--- src/verilog/sar_adc_pkg.sv ---
// Purpose: constants for the successive-approximation converter control
// Assumes: 20 MHz system clock, plain register port
// Notes: register offsets are word indices on the plain port
//
// Contract
// 10-bit result stored in result pair
// one of 32 channels drives sample-hold
// converter disabled disconnects every mux input
// software waits settling after channel change
// 2-bit positive reference select, negative ground
// 3-bit clock select divides or picks RC
// conversion takes 11.5 bit periods
// software picks adequate bit period
// divided clock tracks system clock
// done flag set on every conversion
// only software clears done flag
// enabled completion in sleep raises wake
// sleep conversion only with RC clock
// justify bit picks left or right
// software configures pin analog first
// status bit set while enabled starts conversion
// completion clears status, sets flag, updates result
// abort writes partial result, bits repeat last
// left uses 15:6, right uses 9:0
// RC events synchronised into system domain
package sar_adc_pkg;
  localparam logic [2:0] ctrl0_offset = 3'h0;
  localparam logic [2:0] ctrl1_offset = 3'h1;
  localparam logic [2:0] res_hi_offset = 3'h2;
  localparam logic [2:0] res_lo_offset = 3'h3;
  localparam logic [2:0] flags_offset = 3'h4;
  localparam int enable_bit = 0;
  localparam int go_bit = 1;
  localparam int chan_lsb = 2;
  localparam int pref_lsb = 0;
  localparam int csel_lsb = 4;
  localparam int justify_bit = 7;
  localparam int done_bit = 0;
  localparam int irq_en_bit = 1;
  localparam int sleep_bit = 2;
  localparam logic [7:0] reset_value = 8'h00;
  localparam int conv_bits = 10;
  localparam int half_periods = 23;
  localparam logic [1:0] pref_supply = 2'b00;
  localparam logic [1:0] pref_pin = 2'b10;
  localparam logic [1:0] pref_fixed = 2'b11;
  localparam logic [5:0] div_rc_sel = 6'h00;
  typedef enum logic [1:0] {ref_supply_type_s, ref_pin_s, ref_fixed_s, ref_none_s} ref_type;
endpackage

--- src/verilog/sar_adc_ctrl.sv ---
// Purpose: control logic of a 10-bit successive-approximation converter
// Assumes: comparator output valid at each bit-period decision
// Notes: registers on a plain strobe port, read data one cycle later
`timescale 1ns/1ps
module sar_adc_ctrl (
  input wire logic clock_i, // system clock
  input wire logic rst_n_i, // async reset
  input wire logic [2:0] addr_i, // register index
  input wire logic [7:0] wdata_i, // write data
  input wire logic wr_i, // write strobe
  input wire logic rd_i, // read strobe
  input wire logic sleep_i, // core is sleeping
  input wire logic rc_clk_i, // internal rc oscillator, sampled
  input wire logic cmp_i, // comparator: input at or above dac level
  output logic [7:0] rdata_o, // read data
  output logic [4:0] channel_select_o, // mux select
  output logic mux_connect_o, // mux inputs connected
  output logic [1:0] pos_ref_select_o, // positive reference code
  output logic sample_o, // sample-hold tracking
  output logic [9:0] dac_o, // trial value for comparator
  output logic wake_o // wake-up request
);
  import sar_adc_pkg::*;

  // ----------------------------------------------------------
  // registers
  // ----------------------------------------------------------
  logic converter_enable_reg;
  logic go_reg;
  logic [4:0] chan_reg;
  logic [1:0] pref_reg;
  logic [2:0] csel_reg;
  logic result_justify_reg;
  logic conv_done_flag_reg;
  logic conv_irq_enable_reg;
  logic [9:0] result_reg;
  logic [9:0] sar_reg;
  logic [4:0] phase_reg;
  logic running_reg;
  logic rc_s1_reg;
  logic rc_s2_reg;
  logic rc_s3_reg;
  logic tick;
  logic finish;
  logic abort;
  logic sleep_kill;
  logic [15:0] pair;
  logic [3:0] bit_idx;

  // partial or full result: unresolved bits copy last resolved bit
  function automatic logic [9:0] fill_partial(input logic [9:0] v, input logic [3:0] n);
    logic [9:0] r;
    r = v;
    for (int i = 0; i < conv_bits; i++) begin
      if (i < (conv_bits - int'(n))) begin
        r[i] = (n == 4'd0) ? 1'b0 : v[conv_bits - int'(n)];
      end
    end
    return r;
  endfunction

  function automatic logic [15:0] justify(input logic [9:0] v, input logic right);
    justify = right ? {6'h00, v} : {v, 6'h00};
  endfunction

  // ----------------------------------------------------------
  // rc clock synchroniser
  // ----------------------------------------------------------
  always_ff @(posedge clock_i or negedge rst_n_i) begin
    if (!rst_n_i) begin
      rc_s1_reg <= 1'b0;
      rc_s2_reg <= 1'b0;
      rc_s3_reg <= 1'b0;
    end else begin
      rc_s1_reg <= rc_clk_i;
      rc_s2_reg <= rc_s1_reg;
      rc_s3_reg <= rc_s2_reg;
    end
  end

  sar_clock_gen u_clk (
    .clock_i(clock_i),
    .rst_n_i(rst_n_i),
    .csel_i(csel_reg),
    .rc_tick_i(rc_s2_reg ^ rc_s3_reg),
    .run_i(running_reg),
    .tick_o(tick)
  );

  // ----------------------------------------------------------
  // sequencing
  // ----------------------------------------------------------
  assign bit_idx = phase_reg[4:1];
  assign finish = running_reg && tick && (phase_reg == 5'(half_periods - 1));
  assign abort = running_reg && wr_i && (addr_i == ctrl0_offset) && !wdata_i[go_bit];
  assign sleep_kill = running_reg && sleep_i && (csel_reg[1:0] != 2'b11);

  always_ff @(posedge clock_i or negedge rst_n_i) begin
    if (!rst_n_i) begin
      running_reg <= 1'b0;
      phase_reg <= 5'h00;
      sar_reg <= 10'h000;
    end else if (!converter_enable_reg || abort || sleep_kill || finish) begin
      running_reg <= 1'b0;
      phase_reg <= 5'h00;
    end else if (!running_reg && go_reg) begin
      running_reg <= 1'b1;
      phase_reg <= 5'h00;
      sar_reg <= 10'h000;
    end else if (running_reg && tick) begin
      phase_reg <= phase_reg + 5'h01;
      // odd half periods after the sample resolve one bit each
      if (phase_reg[0] && bit_idx >= 4'd1 && bit_idx <= 4'd10) begin
        sar_reg[conv_bits - int'(bit_idx)] <= cmp_i;
      end
    end
  end

  // ----------------------------------------------------------
  // register file
  // ----------------------------------------------------------
  always_ff @(posedge clock_i or negedge rst_n_i) begin
    if (!rst_n_i) begin
      converter_enable_reg <= 1'b0;
      go_reg <= 1'b0;
      chan_reg <= 5'h00;
      pref_reg <= 2'b00;
      csel_reg <= 3'b000;
      result_justify_reg <= 1'b0;
      conv_irq_enable_reg <= 1'b0;
    end else begin
      if (wr_i && addr_i == ctrl0_offset) begin
        converter_enable_reg <= wdata_i[enable_bit];
        chan_reg <= wdata_i[chan_lsb +: 5];
        go_reg <= wdata_i[go_bit] && wdata_i[enable_bit];
      end else if (finish || sleep_kill || !converter_enable_reg) begin
        go_reg <= 1'b0;
      end
      if (wr_i && addr_i == ctrl1_offset) begin
        pref_reg <= wdata_i[pref_lsb +: 2];
        csel_reg <= wdata_i[csel_lsb +: 3];
        result_justify_reg <= wdata_i[justify_bit];
      end
      if (wr_i && addr_i == flags_offset) begin
        conv_irq_enable_reg <= wdata_i[irq_en_bit];
      end
    end
  end

  // done flag: set wins over a software clear
  always_ff @(posedge clock_i or negedge rst_n_i) begin
    if (!rst_n_i) begin
      conv_done_flag_reg <= 1'b0;
    end else if (finish) begin
      conv_done_flag_reg <= 1'b1;
    end else if (wr_i && addr_i == flags_offset && !wdata_i[done_bit]) begin
      conv_done_flag_reg <= 1'b0;
    end
  end

  always_ff @(posedge clock_i or negedge rst_n_i) begin
    if (!rst_n_i) begin
      result_reg <= 10'h000;
    end else if (finish) begin
      result_reg <= sar_reg;
    end else if (abort) begin
      result_reg <= fill_partial(sar_reg, (bit_idx > 4'd10) ? 4'd10 :
        ((bit_idx == 4'd0) ? 4'd0 : bit_idx - 4'd1));
    end
  end

  assign pair = justify(result_reg, result_justify_reg);

  always_ff @(posedge clock_i or negedge rst_n_i) begin
    if (!rst_n_i) begin
      rdata_o <= reset_value;
    end else if (rd_i) begin
      case (addr_i)
        ctrl0_offset: rdata_o <= {1'b0, chan_reg, go_reg, converter_enable_reg};
        ctrl1_offset: rdata_o <= {result_justify_reg, csel_reg, 2'b00, pref_reg};
        res_hi_offset: rdata_o <= pair[15:8];
        res_lo_offset: rdata_o <= pair[7:0];
        flags_offset: rdata_o <= {5'h00, sleep_i, conv_irq_enable_reg, conv_done_flag_reg};
        default: rdata_o <= reset_value;
      endcase
    end else begin
      rdata_o <= reset_value;
    end
  end

  // ----------------------------------------------------------
  // analog front-end controls
  // ----------------------------------------------------------
  always_ff @(posedge clock_i or negedge rst_n_i) begin
    if (!rst_n_i) begin
      channel_select_o <= 5'h00;
      mux_connect_o <= 1'b0;
      pos_ref_select_o <= 2'b00;
      sample_o <= 1'b0;
      dac_o <= 10'h000;
      wake_o <= 1'b0;
    end else begin
      channel_select_o <= chan_reg;
      mux_connect_o <= converter_enable_reg;
      pos_ref_select_o <= (pref_reg == 2'b01) ? pref_supply : pref_reg;
      sample_o <= converter_enable_reg && !running_reg;
      dac_o <= (running_reg && bit_idx >= 4'd1 && bit_idx <= 4'd10) ?
        (sar_reg | (10'h200 >> (bit_idx - 4'd1))) : 10'h000;
      wake_o <= finish && sleep_i && conv_irq_enable_reg;
    end
  end

  // ----------------------------------------------------------
  // assertions
  // ----------------------------------------------------------
  property p_done_set;
    @(posedge clock_i) disable iff (!rst_n_i) finish |=> conv_done_flag_reg;
  endproperty
  a_done_set: assert property (p_done_set) else $error("done flag not set");

  property p_flag_hold;
    @(posedge clock_i) disable iff (!rst_n_i)
      conv_done_flag_reg && !(wr_i && addr_i == flags_offset) |=> conv_done_flag_reg;
  endproperty
  a_flag_hold: assert property (p_flag_hold) else $error("flag cleared by hardware");

  property p_go_clear;
    @(posedge clock_i) disable iff (!rst_n_i) finish && !wr_i |=> !go_reg;
  endproperty
  a_go_clear: assert property (p_go_clear) else $error("status not cleared");

  property p_mux_off;
    @(posedge clock_i) disable iff (!rst_n_i) !converter_enable_reg |=> !mux_connect_o;
  endproperty
  a_mux_off: assert property (p_mux_off) else $error("mux connected while off");

  property p_wake;
    @(posedge clock_i) disable iff (!rst_n_i)
      finish && sleep_i && conv_irq_enable_reg |=> wake_o;
  endproperty
  a_wake: assert property (p_wake) else $error("no wake request");

  property p_justify;
    @(posedge clock_i) disable iff (!rst_n_i)
      result_justify_reg |-> pair[15:10] == 6'h00 && pair[9:0] == result_reg;
  endproperty
  a_justify: assert property (p_justify) else $error("right justify wrong");

  property p_left;
    @(posedge clock_i) disable iff (!rst_n_i)
      !result_justify_reg |-> pair[5:0] == 6'h00 && pair[15:6] == result_reg;
  endproperty
  a_left: assert property (p_left) else $error("left justify wrong");

  property p_result;
    @(posedge clock_i) disable iff (!rst_n_i) finish |=> result_reg == $past(sar_reg);
  endproperty
  a_result: assert property (p_result) else $error("result not stored");

  property p_sleep;
    @(posedge clock_i) disable iff (!rst_n_i)
      sleep_i && csel_reg[1:0] != 2'b11 && running_reg |=> !running_reg;
  endproperty
  a_sleep: assert property (p_sleep) else $error("ran in sleep off rc");

  property p_start;
    @(posedge clock_i) disable iff (!rst_n_i)
      go_reg && !running_reg && converter_enable_reg && !sleep_kill |=> running_reg;
  endproperty
  a_start: assert property (p_start) else $error("conversion not started");

  property p_chan;
    @(posedge clock_i) disable iff (!rst_n_i)
      converter_enable_reg |=> channel_select_o == $past(chan_reg);
  endproperty
  a_chan: assert property (p_chan) else $error("channel not routed");

  property p_ref;
    @(posedge clock_i) disable iff (!rst_n_i)
      pref_reg != 2'b01 |=> pos_ref_select_o == $past(pref_reg);
  endproperty
  a_ref: assert property (p_ref) else $error("reference code not passed");

  property p_ref_odd;
    @(posedge clock_i) disable iff (!rst_n_i)
      pref_reg == 2'b01 |=> pos_ref_select_o == pref_supply;
  endproperty
  a_ref_odd: assert property (p_ref_odd) else $error("unused code not on supply");

  property p_abort_stop;
    @(posedge clock_i) disable iff (!rst_n_i)
      abort |=> !running_reg && !go_reg;
  endproperty
  a_abort_stop: assert property (p_abort_stop) else $error("abort did not stop");

  property p_length;
    @(posedge clock_i) disable iff (!rst_n_i)
      running_reg |-> phase_reg <= 5'(half_periods - 1);
  endproperty
  a_length: assert property (p_length) else $error("conversion overran");

  // in rc mode a half-period step only follows a synchronised rc edge
  property p_rc_tick;
    @(posedge clock_i) disable iff (!rst_n_i)
      running_reg && tick && ($past(csel_reg) & 3'b011) == 3'b011 |->
        $past(rc_s2_reg) != $past(rc_s3_reg);
  endproperty
  a_rc_tick: assert property (p_rc_tick) else $error("rc step without edge");

  c_finish: cover property (@(posedge clock_i) finish);
  c_abort: cover property (@(posedge clock_i) abort);
  c_wake: cover property (@(posedge clock_i) wake_o);
  c_sleep_kill: cover property (@(posedge clock_i) sleep_kill);
  c_rc_finish: cover property (@(posedge clock_i) finish && csel_reg[1:0] == 2'b11);
endmodule

--- src/verilog/sar_clock_gen.sv ---
// Purpose: converter clock half-period tick generator
// Assumes: rc_tick_i is a synchronised one-cycle strobe
// Notes: tick_o marks each half bit period
`timescale 1ns/1ps
module sar_clock_gen (
  input wire logic clock_i, // system clock
  input wire logic rst_n_i, // async reset
  input wire logic [2:0] csel_i, // clock select code
  input wire logic rc_tick_i, // rc half-period strobe
  input wire logic run_i, // converter running
  output logic tick_o // half bit-period strobe
);
  import sar_adc_pkg::*;
  logic [5:0] cnt_reg;
  logic [5:0] lim;

  // half of the divide ratio minus one, in system clocks
  function automatic logic [5:0] half_limit(input logic [2:0] c);
    case (c)
      3'b000: half_limit = 6'h00;
      3'b100: half_limit = 6'h01;
      3'b001: half_limit = 6'h03;
      3'b101: half_limit = 6'h07;
      3'b010: half_limit = 6'h0f;
      3'b110: half_limit = 6'h1f;
      default: half_limit = div_rc_sel;
    endcase
  endfunction

  assign lim = half_limit(csel_i);

  always_ff @(posedge clock_i or negedge rst_n_i) begin
    if (!rst_n_i) begin
      cnt_reg <= 6'h00;
      tick_o <= 1'b0;
    end else if (!run_i) begin
      cnt_reg <= 6'h00;
      tick_o <= 1'b0;
    end else if (csel_i[1:0] == 2'b11) begin
      tick_o <= rc_tick_i;
    end else if (cnt_reg >= lim) begin
      cnt_reg <= 6'h00;
      tick_o <= 1'b1;
    end else begin
      cnt_reg <= cnt_reg + 6'h01;
      tick_o <= 1'b0;
    end
  end
endmodule
--- config.mk ---
export PLATFORM = sky130hd
export DESIGN_NAME = sar_adc_ctrl
export DESIGN_NICKNAME = d
export VERILOG_FILES = /design/src/verilog/sar_adc_pkg.sv /design/src/verilog/sar_adc_ctrl.sv /design/src/verilog/sar_clock_gen.sv
export SDC_FILE = /design/constraint.sdc
export NUM_CORES = 1
export LEC_CHECK = 0
export ABC_AREA = 0
export BUFFER_PORTS_ARGS = -buffer_cell sky130_fd_sc_hd__buf_2
export CELL_PAD_IN_SITES_DETAIL_PLACEMENT = 1
export CELL_PAD_IN_SITES_GLOBAL_PLACEMENT = 1
export CORE_UTILIZATION = 40
export DETAILED_ROUTE_END_ITERATION = 10
export GPL_ROUTABILITY_DRIVEN = 0
export PLACE_DENSITY_LB_ADDON = 0.1
export SETUP_SLACK_MARGIN = 0.02
export SKIP_CTS_REPAIR_TIMING = 1
export SLEW_MARGIN = 20
export SYNTH_ARGS = -nofsm -noshare
export SYNTH_HDL_FRONTEND = slang
export SYNTH_SLANG_ARGS = --single-unit
export TNS_END_PERCENT = 30
--- constraint.sdc ---
create_clock -name clock_i -period 3.45 [get_ports clock_i]
set_clock_uncertainty 0.2 [all_clocks]
set_input_delay 0.69 -clock clock_i [delete_from_list [all_inputs] [get_ports clock_i]]
set_output_delay 0.69 -clock clock_i [all_outputs]
set_load 0.005 [all_outputs]
# Word level (Yosys, flattened, before mapping)
# Index checks and enable logic that the tools add are counted.
# classes
addsub	5
magnitude_cmp	17
n_eq_ne	14
n_shift	1
mux	45
bitwise_logic	3
reduce_logical	41
# op_table
cell	count
$mux W10	6
$pmux W8 S5	1
$pmux W5 S5	1
$mux W1	23
$logic_and A1 B1 Y1	21
$lt A4 B5 Y1 const A	4
$mux W6	3
$mux W16	1
$mux W5	3
$eq A3 B3 Y1 const B	4
$lt A5 B6 Y1 const B	2
$reduce_bool A2 Y1	6
$bwmux W10	1
$lt A3 B5 Y1 const A	2
$lt A5 B5 Y1 const A	2
$or A10 B10 Y10	1
$shr A10 B4 Y10 const A	1
$sub A4 B4 Y5 const A	2
$eq A3 B2 Y1 const B	3
$logic_not A4 Y1	2
$mux W4	2
$mux W8	1
$add A6 B1 Y6 const B	1
$eq A3 B1 Y1 const B	2
other kinds (23)	31
# totals
ff_bits	79
inputBits	18
output_inout_bits	28

# Depth between registers and ports, before layout
# depth
ltp_word	11
depth_mapped	12

# Modules after synthesis
# From an unflattened synthesis, not the netlist that was laid out.
# hier_totals
cells_unflattened	435
hier_area_um2	4197.8
# modules_own_cells
module	n_inst	cells_each	area_per_inst_um2	seq_area_each_um2
sar_adc_ctrl	1	384	3693.5	1801.7
sar_clock_gen	1	51	504.2	175.2

# Least setup slack after synthesis
# No wires, ideal clock.
# synth_timing
kind	register to register
start	reg phase_reg[3]
end	reg result_reg[0]
t_arrival_ns	2.566
required_ns	3.122
setup_slack_ns	0.556
path_stages_with_launch	12
path_cell_list	dfrtp_1 -> buf_2 -> clkbuf_1 -> o21ai_0 -> nand3_1 -> ha_1 -> buf_2 -> or4_1 -> o311ai_1 -> a2bb2oi_2 -> nand2b_1 -> o21bai_1
# synth_via
elab_chain_len	11
# synth_lines
item	line_no	text
from (decl)	sar_adc_ctrl.sv:38	logic [4:0] phase_reg;
from (signal assigned)	sar_adc_ctrl.sv:111	phase_reg <= phase_reg + 5'h01;
$sub A4 B1 Y4 or $logic_not A4 Y1 (tied branches)	sar_adc_ctrl.sv:168	((bit_idx == 4'd0) ? 4'd0 : bit_idx - 4'd1));
$mux W4	sar_adc_ctrl.sv:168	
$mux W4	sar_adc_ctrl.sv:167	result_reg <= fill_partial(sar_reg, (bit_idx > 4'd10) ? 4'd10 :
$sub A4 B4 Y5	sar_adc_ctrl.sv:55, sar_adc_ctrl.sv:56	
$bmux W1 S4	sar_adc_ctrl.sv:56	r[i] = (n == 4'd0) ? 1'b0 : v[conv_bits - int'(n)];
$mux W1 (implied by the code) (2 in a row)	sar_adc_ctrl.sv:56	
$mux W1	sar_adc_ctrl.sv:56	
$mux W1	sar_adc_ctrl.sv:55	if (i < (conv_bits - int'(n))) begin
$mux W10	sar_adc_ctrl.sv:166	end else if (abort) begin
$mux W10	sar_adc_ctrl.sv:164	end else if (finish) begin
to (signal assigned)	sar_adc_ctrl.sv:165	result_reg <= sar_reg;
to (signal assigned)	sar_adc_ctrl.sv:167	
to (decl)	sar_adc_ctrl.sv:36	logic [9:0] result_reg;
# Several ways; a longest one is shown, not always the timed one. The select of a mux whose other input is x is not followed.
# A chain may end at the register's enable or synchronous reset.

# Worst setup path after layout
# layout_timing
start	reg phase_reg[1]
end	reg result_reg[9]
# Same word-level chain as after synthesis.

==> summary.txt <==
F_max: 0.3126 GHz
Clk slew on worst S/H paths: 0.08 ns
DP HPWL: 7558 µm
Largest net degree at the start of global routing: 80
Drt first pass iters: 4
DR iter-0 viols: 120
Pins over their slew limit: 0
Tmin final: 3.199 ns
Vias in the first global route: 3177
RSZ-0062 raised after global routing: false
Die ar.: 10640 µm²
Final hold violation count: 0
CTS tree: done
Hold_sp: rc_s1_reg
Req. time, crit path: 3.47 ns
Share of cells above drive strength 1: 0.2262
Final Setup Violations: 0
CTS Buf Count: 9
Max_slew headroom: 0.5237
Clock sink total: 79
Syn_nets: 421
DRC: 0
Via density: 5.534
R2r startpoint: phase_reg[1]
Port bufs: 45
Post-Syn Instances: 393
Initial antenna violation count: 0
Measured slew at the worst slew-check pin: 0.7105 ns
Routed Antenna Nets: 0
Fin crit share: 0.9273
Post-synthesis cell type count: 66
Status: finished, final reports clean
All-Layer GR Usage: 0.2131
Post-Route Setup TNS: 0 ns
Core box area: 9864 µm²
CP Class: reg2reg
Post-synth EDFFs: 0
Largest fanout on the critical path: 16
Synth Area per Inst: 10.41 µm²
Seq/Total Area, Yosys: 0.4830
Mean routed wirelength per cell: 17.61 µm
R2r setup slk: 0.25 ns
Post-route setup slack: 0.2509 ns
Clock Path Buffers: 2
Area taken by multi-input logic gates: 1946 µm²
Area growth syn-to-layout: 13.79%
Worst EP arrival: 3.22 ns
Synth cell count leaders: 79 x dfrtp_1, 37 x nor2_1, 30 x nand2_1
HP Class: reg2reg
Antenna diodes: 0
Fill cells: 1100
Final wirelength: 10130 µm
Async set or reset register ratio after synthesis: 1.000
Die X: 103.2 µm
Main synth FF type: dfrtp_1
Pleak: 0.002123 µW
# placed instances: 559
Pre-CTS WS: 0.3547 ns
Nature of the critical path endpoint: flip-flop
Post-Route Utilization: 0.4721
Top cell type's share of synthesized area: 0.4830
PD cells: 455.9 nW/µm²
Yosys reg bits: 79
Starting Density: 0.4149
Ys Warns: 0
Vias: 3182
Final Instance Count excl. Fillers: 575
Post-layout net count: 465
Top-count cell post-synth: dfrtp_1
Number of core rows: 36
Max Cap Viol: 0
Die Y: 103.2 µm
Root buf cell: clkbuf_8
Area leader, netlist: dfrtp_1
Reg-to-Reg End: result_reg[9]
First-pass GRT wire length: 16880 µm
Max VDD drop: 0.2391 mV
CP Launch Point: phase_reg[1]
Clk_lat worst skew: 0.36 ns
R2R cell count: 9
Synth top area cells: dfrtp_1 48%, mux2_2 3.9%, nor2_1 3.4%
Register area: 1977 µm²
H-tree levels: 3
IO Pins: 46
Total gr overflow: 0
Final total power: 2123 µW
CP endpoint: result_reg[9]
Setup crit start kind: flip-flop
Mapped cell area: 4093 µm²
worst min-delay path by stage:
stage                 to  slack (ns)  cells past startpoint
2_1_floorplan  rc_s2_reg        0.13                      0
3_3_place_gp   rc_s2_reg        0.14                      0
3_5_place_dp   rc_s2_reg        0.14                      0
4_1_cts        rc_s2_reg        0.16                      0
5_1_grt        rc_s2_reg        0.19                      0
6_report       rc_s2_reg        0.16                      0
placed cells by master, fill, tap and decap left out, drive strengths merged, types with 5 or more instances in the layout:
master  instances
a31oi          11
ha             10
nor2b           7
nand2b          8
o21a           12
buf            52
o22ai           5
dfrtp          79
a32o           12
nand3          11
a21oi          18
nor3            8
o21ai          21
mux2i          11
a21o            6
a211oi          5
clkbuf         11
mux2           14
nor2           39
inv            13
and2            8
a22oi           5
nand2          31
stage by stage:
step	area, µm²	hold WS, ns
after floorplan	4093	0.1312
after global placement	4418	0.1378
after detailed placement	4418	0.1380
after CTS	4653	0.1644
after global routing	4657	0.1864
final	4657	0.1581
kinds of logic (layout without fill, tap and decap cells):
family | after synthesis | after routing | share of synthesized area
adders and majority gates | 10 | 10 | 0.03057
DFF | 79 | 79 | 0.4830
buffers and inverters | 32 | 81 | 0.04157
AOI/OAI and AO/OA | 112 | 112 | 0.1957
muxes | 25 | 25 | 0.06542
xor gates and xnor gates | 6 | 6 | 0.01284
and+or+nand+nor | 129 | 129 | 0.1709
where the power goes:
group	internal, µW	switching, µW	leakage [µW]
logic	117	132	0.000968
registers	995	55.8	0.00104
clock network	483	340	0.000118
routing by layer:
layer	GRT usage	routed length, µm
met5	0	0
met1	0.3032	4960
met3	0.04271	336
met2	0.3287	4704
met4	0.06284	125
cell type report:
type                    instances  area share
repair buffers                 52     0.06099
well taps                     133     0.03573
clock buffers                  11     0.02821
clock inverters                 5     0.02230
inverters                      13     0.01048
multi-input cells             282      0.4178
flip-flops and latches         79      0.4245
worst max-delay path: stages (launching register included):
cell	delay, ns
dfrtp_1	0.64
nor2_1	0.11
o21ai_0	0.22
nand3_1	0.14
ha_1	0.44
or4_1	0.54
o311ai_1	0.15
a2bb2oi_2	0.31
nand2b_1	0.24
o21ai_1	0.08
Power figures use the tool's default switching activity.
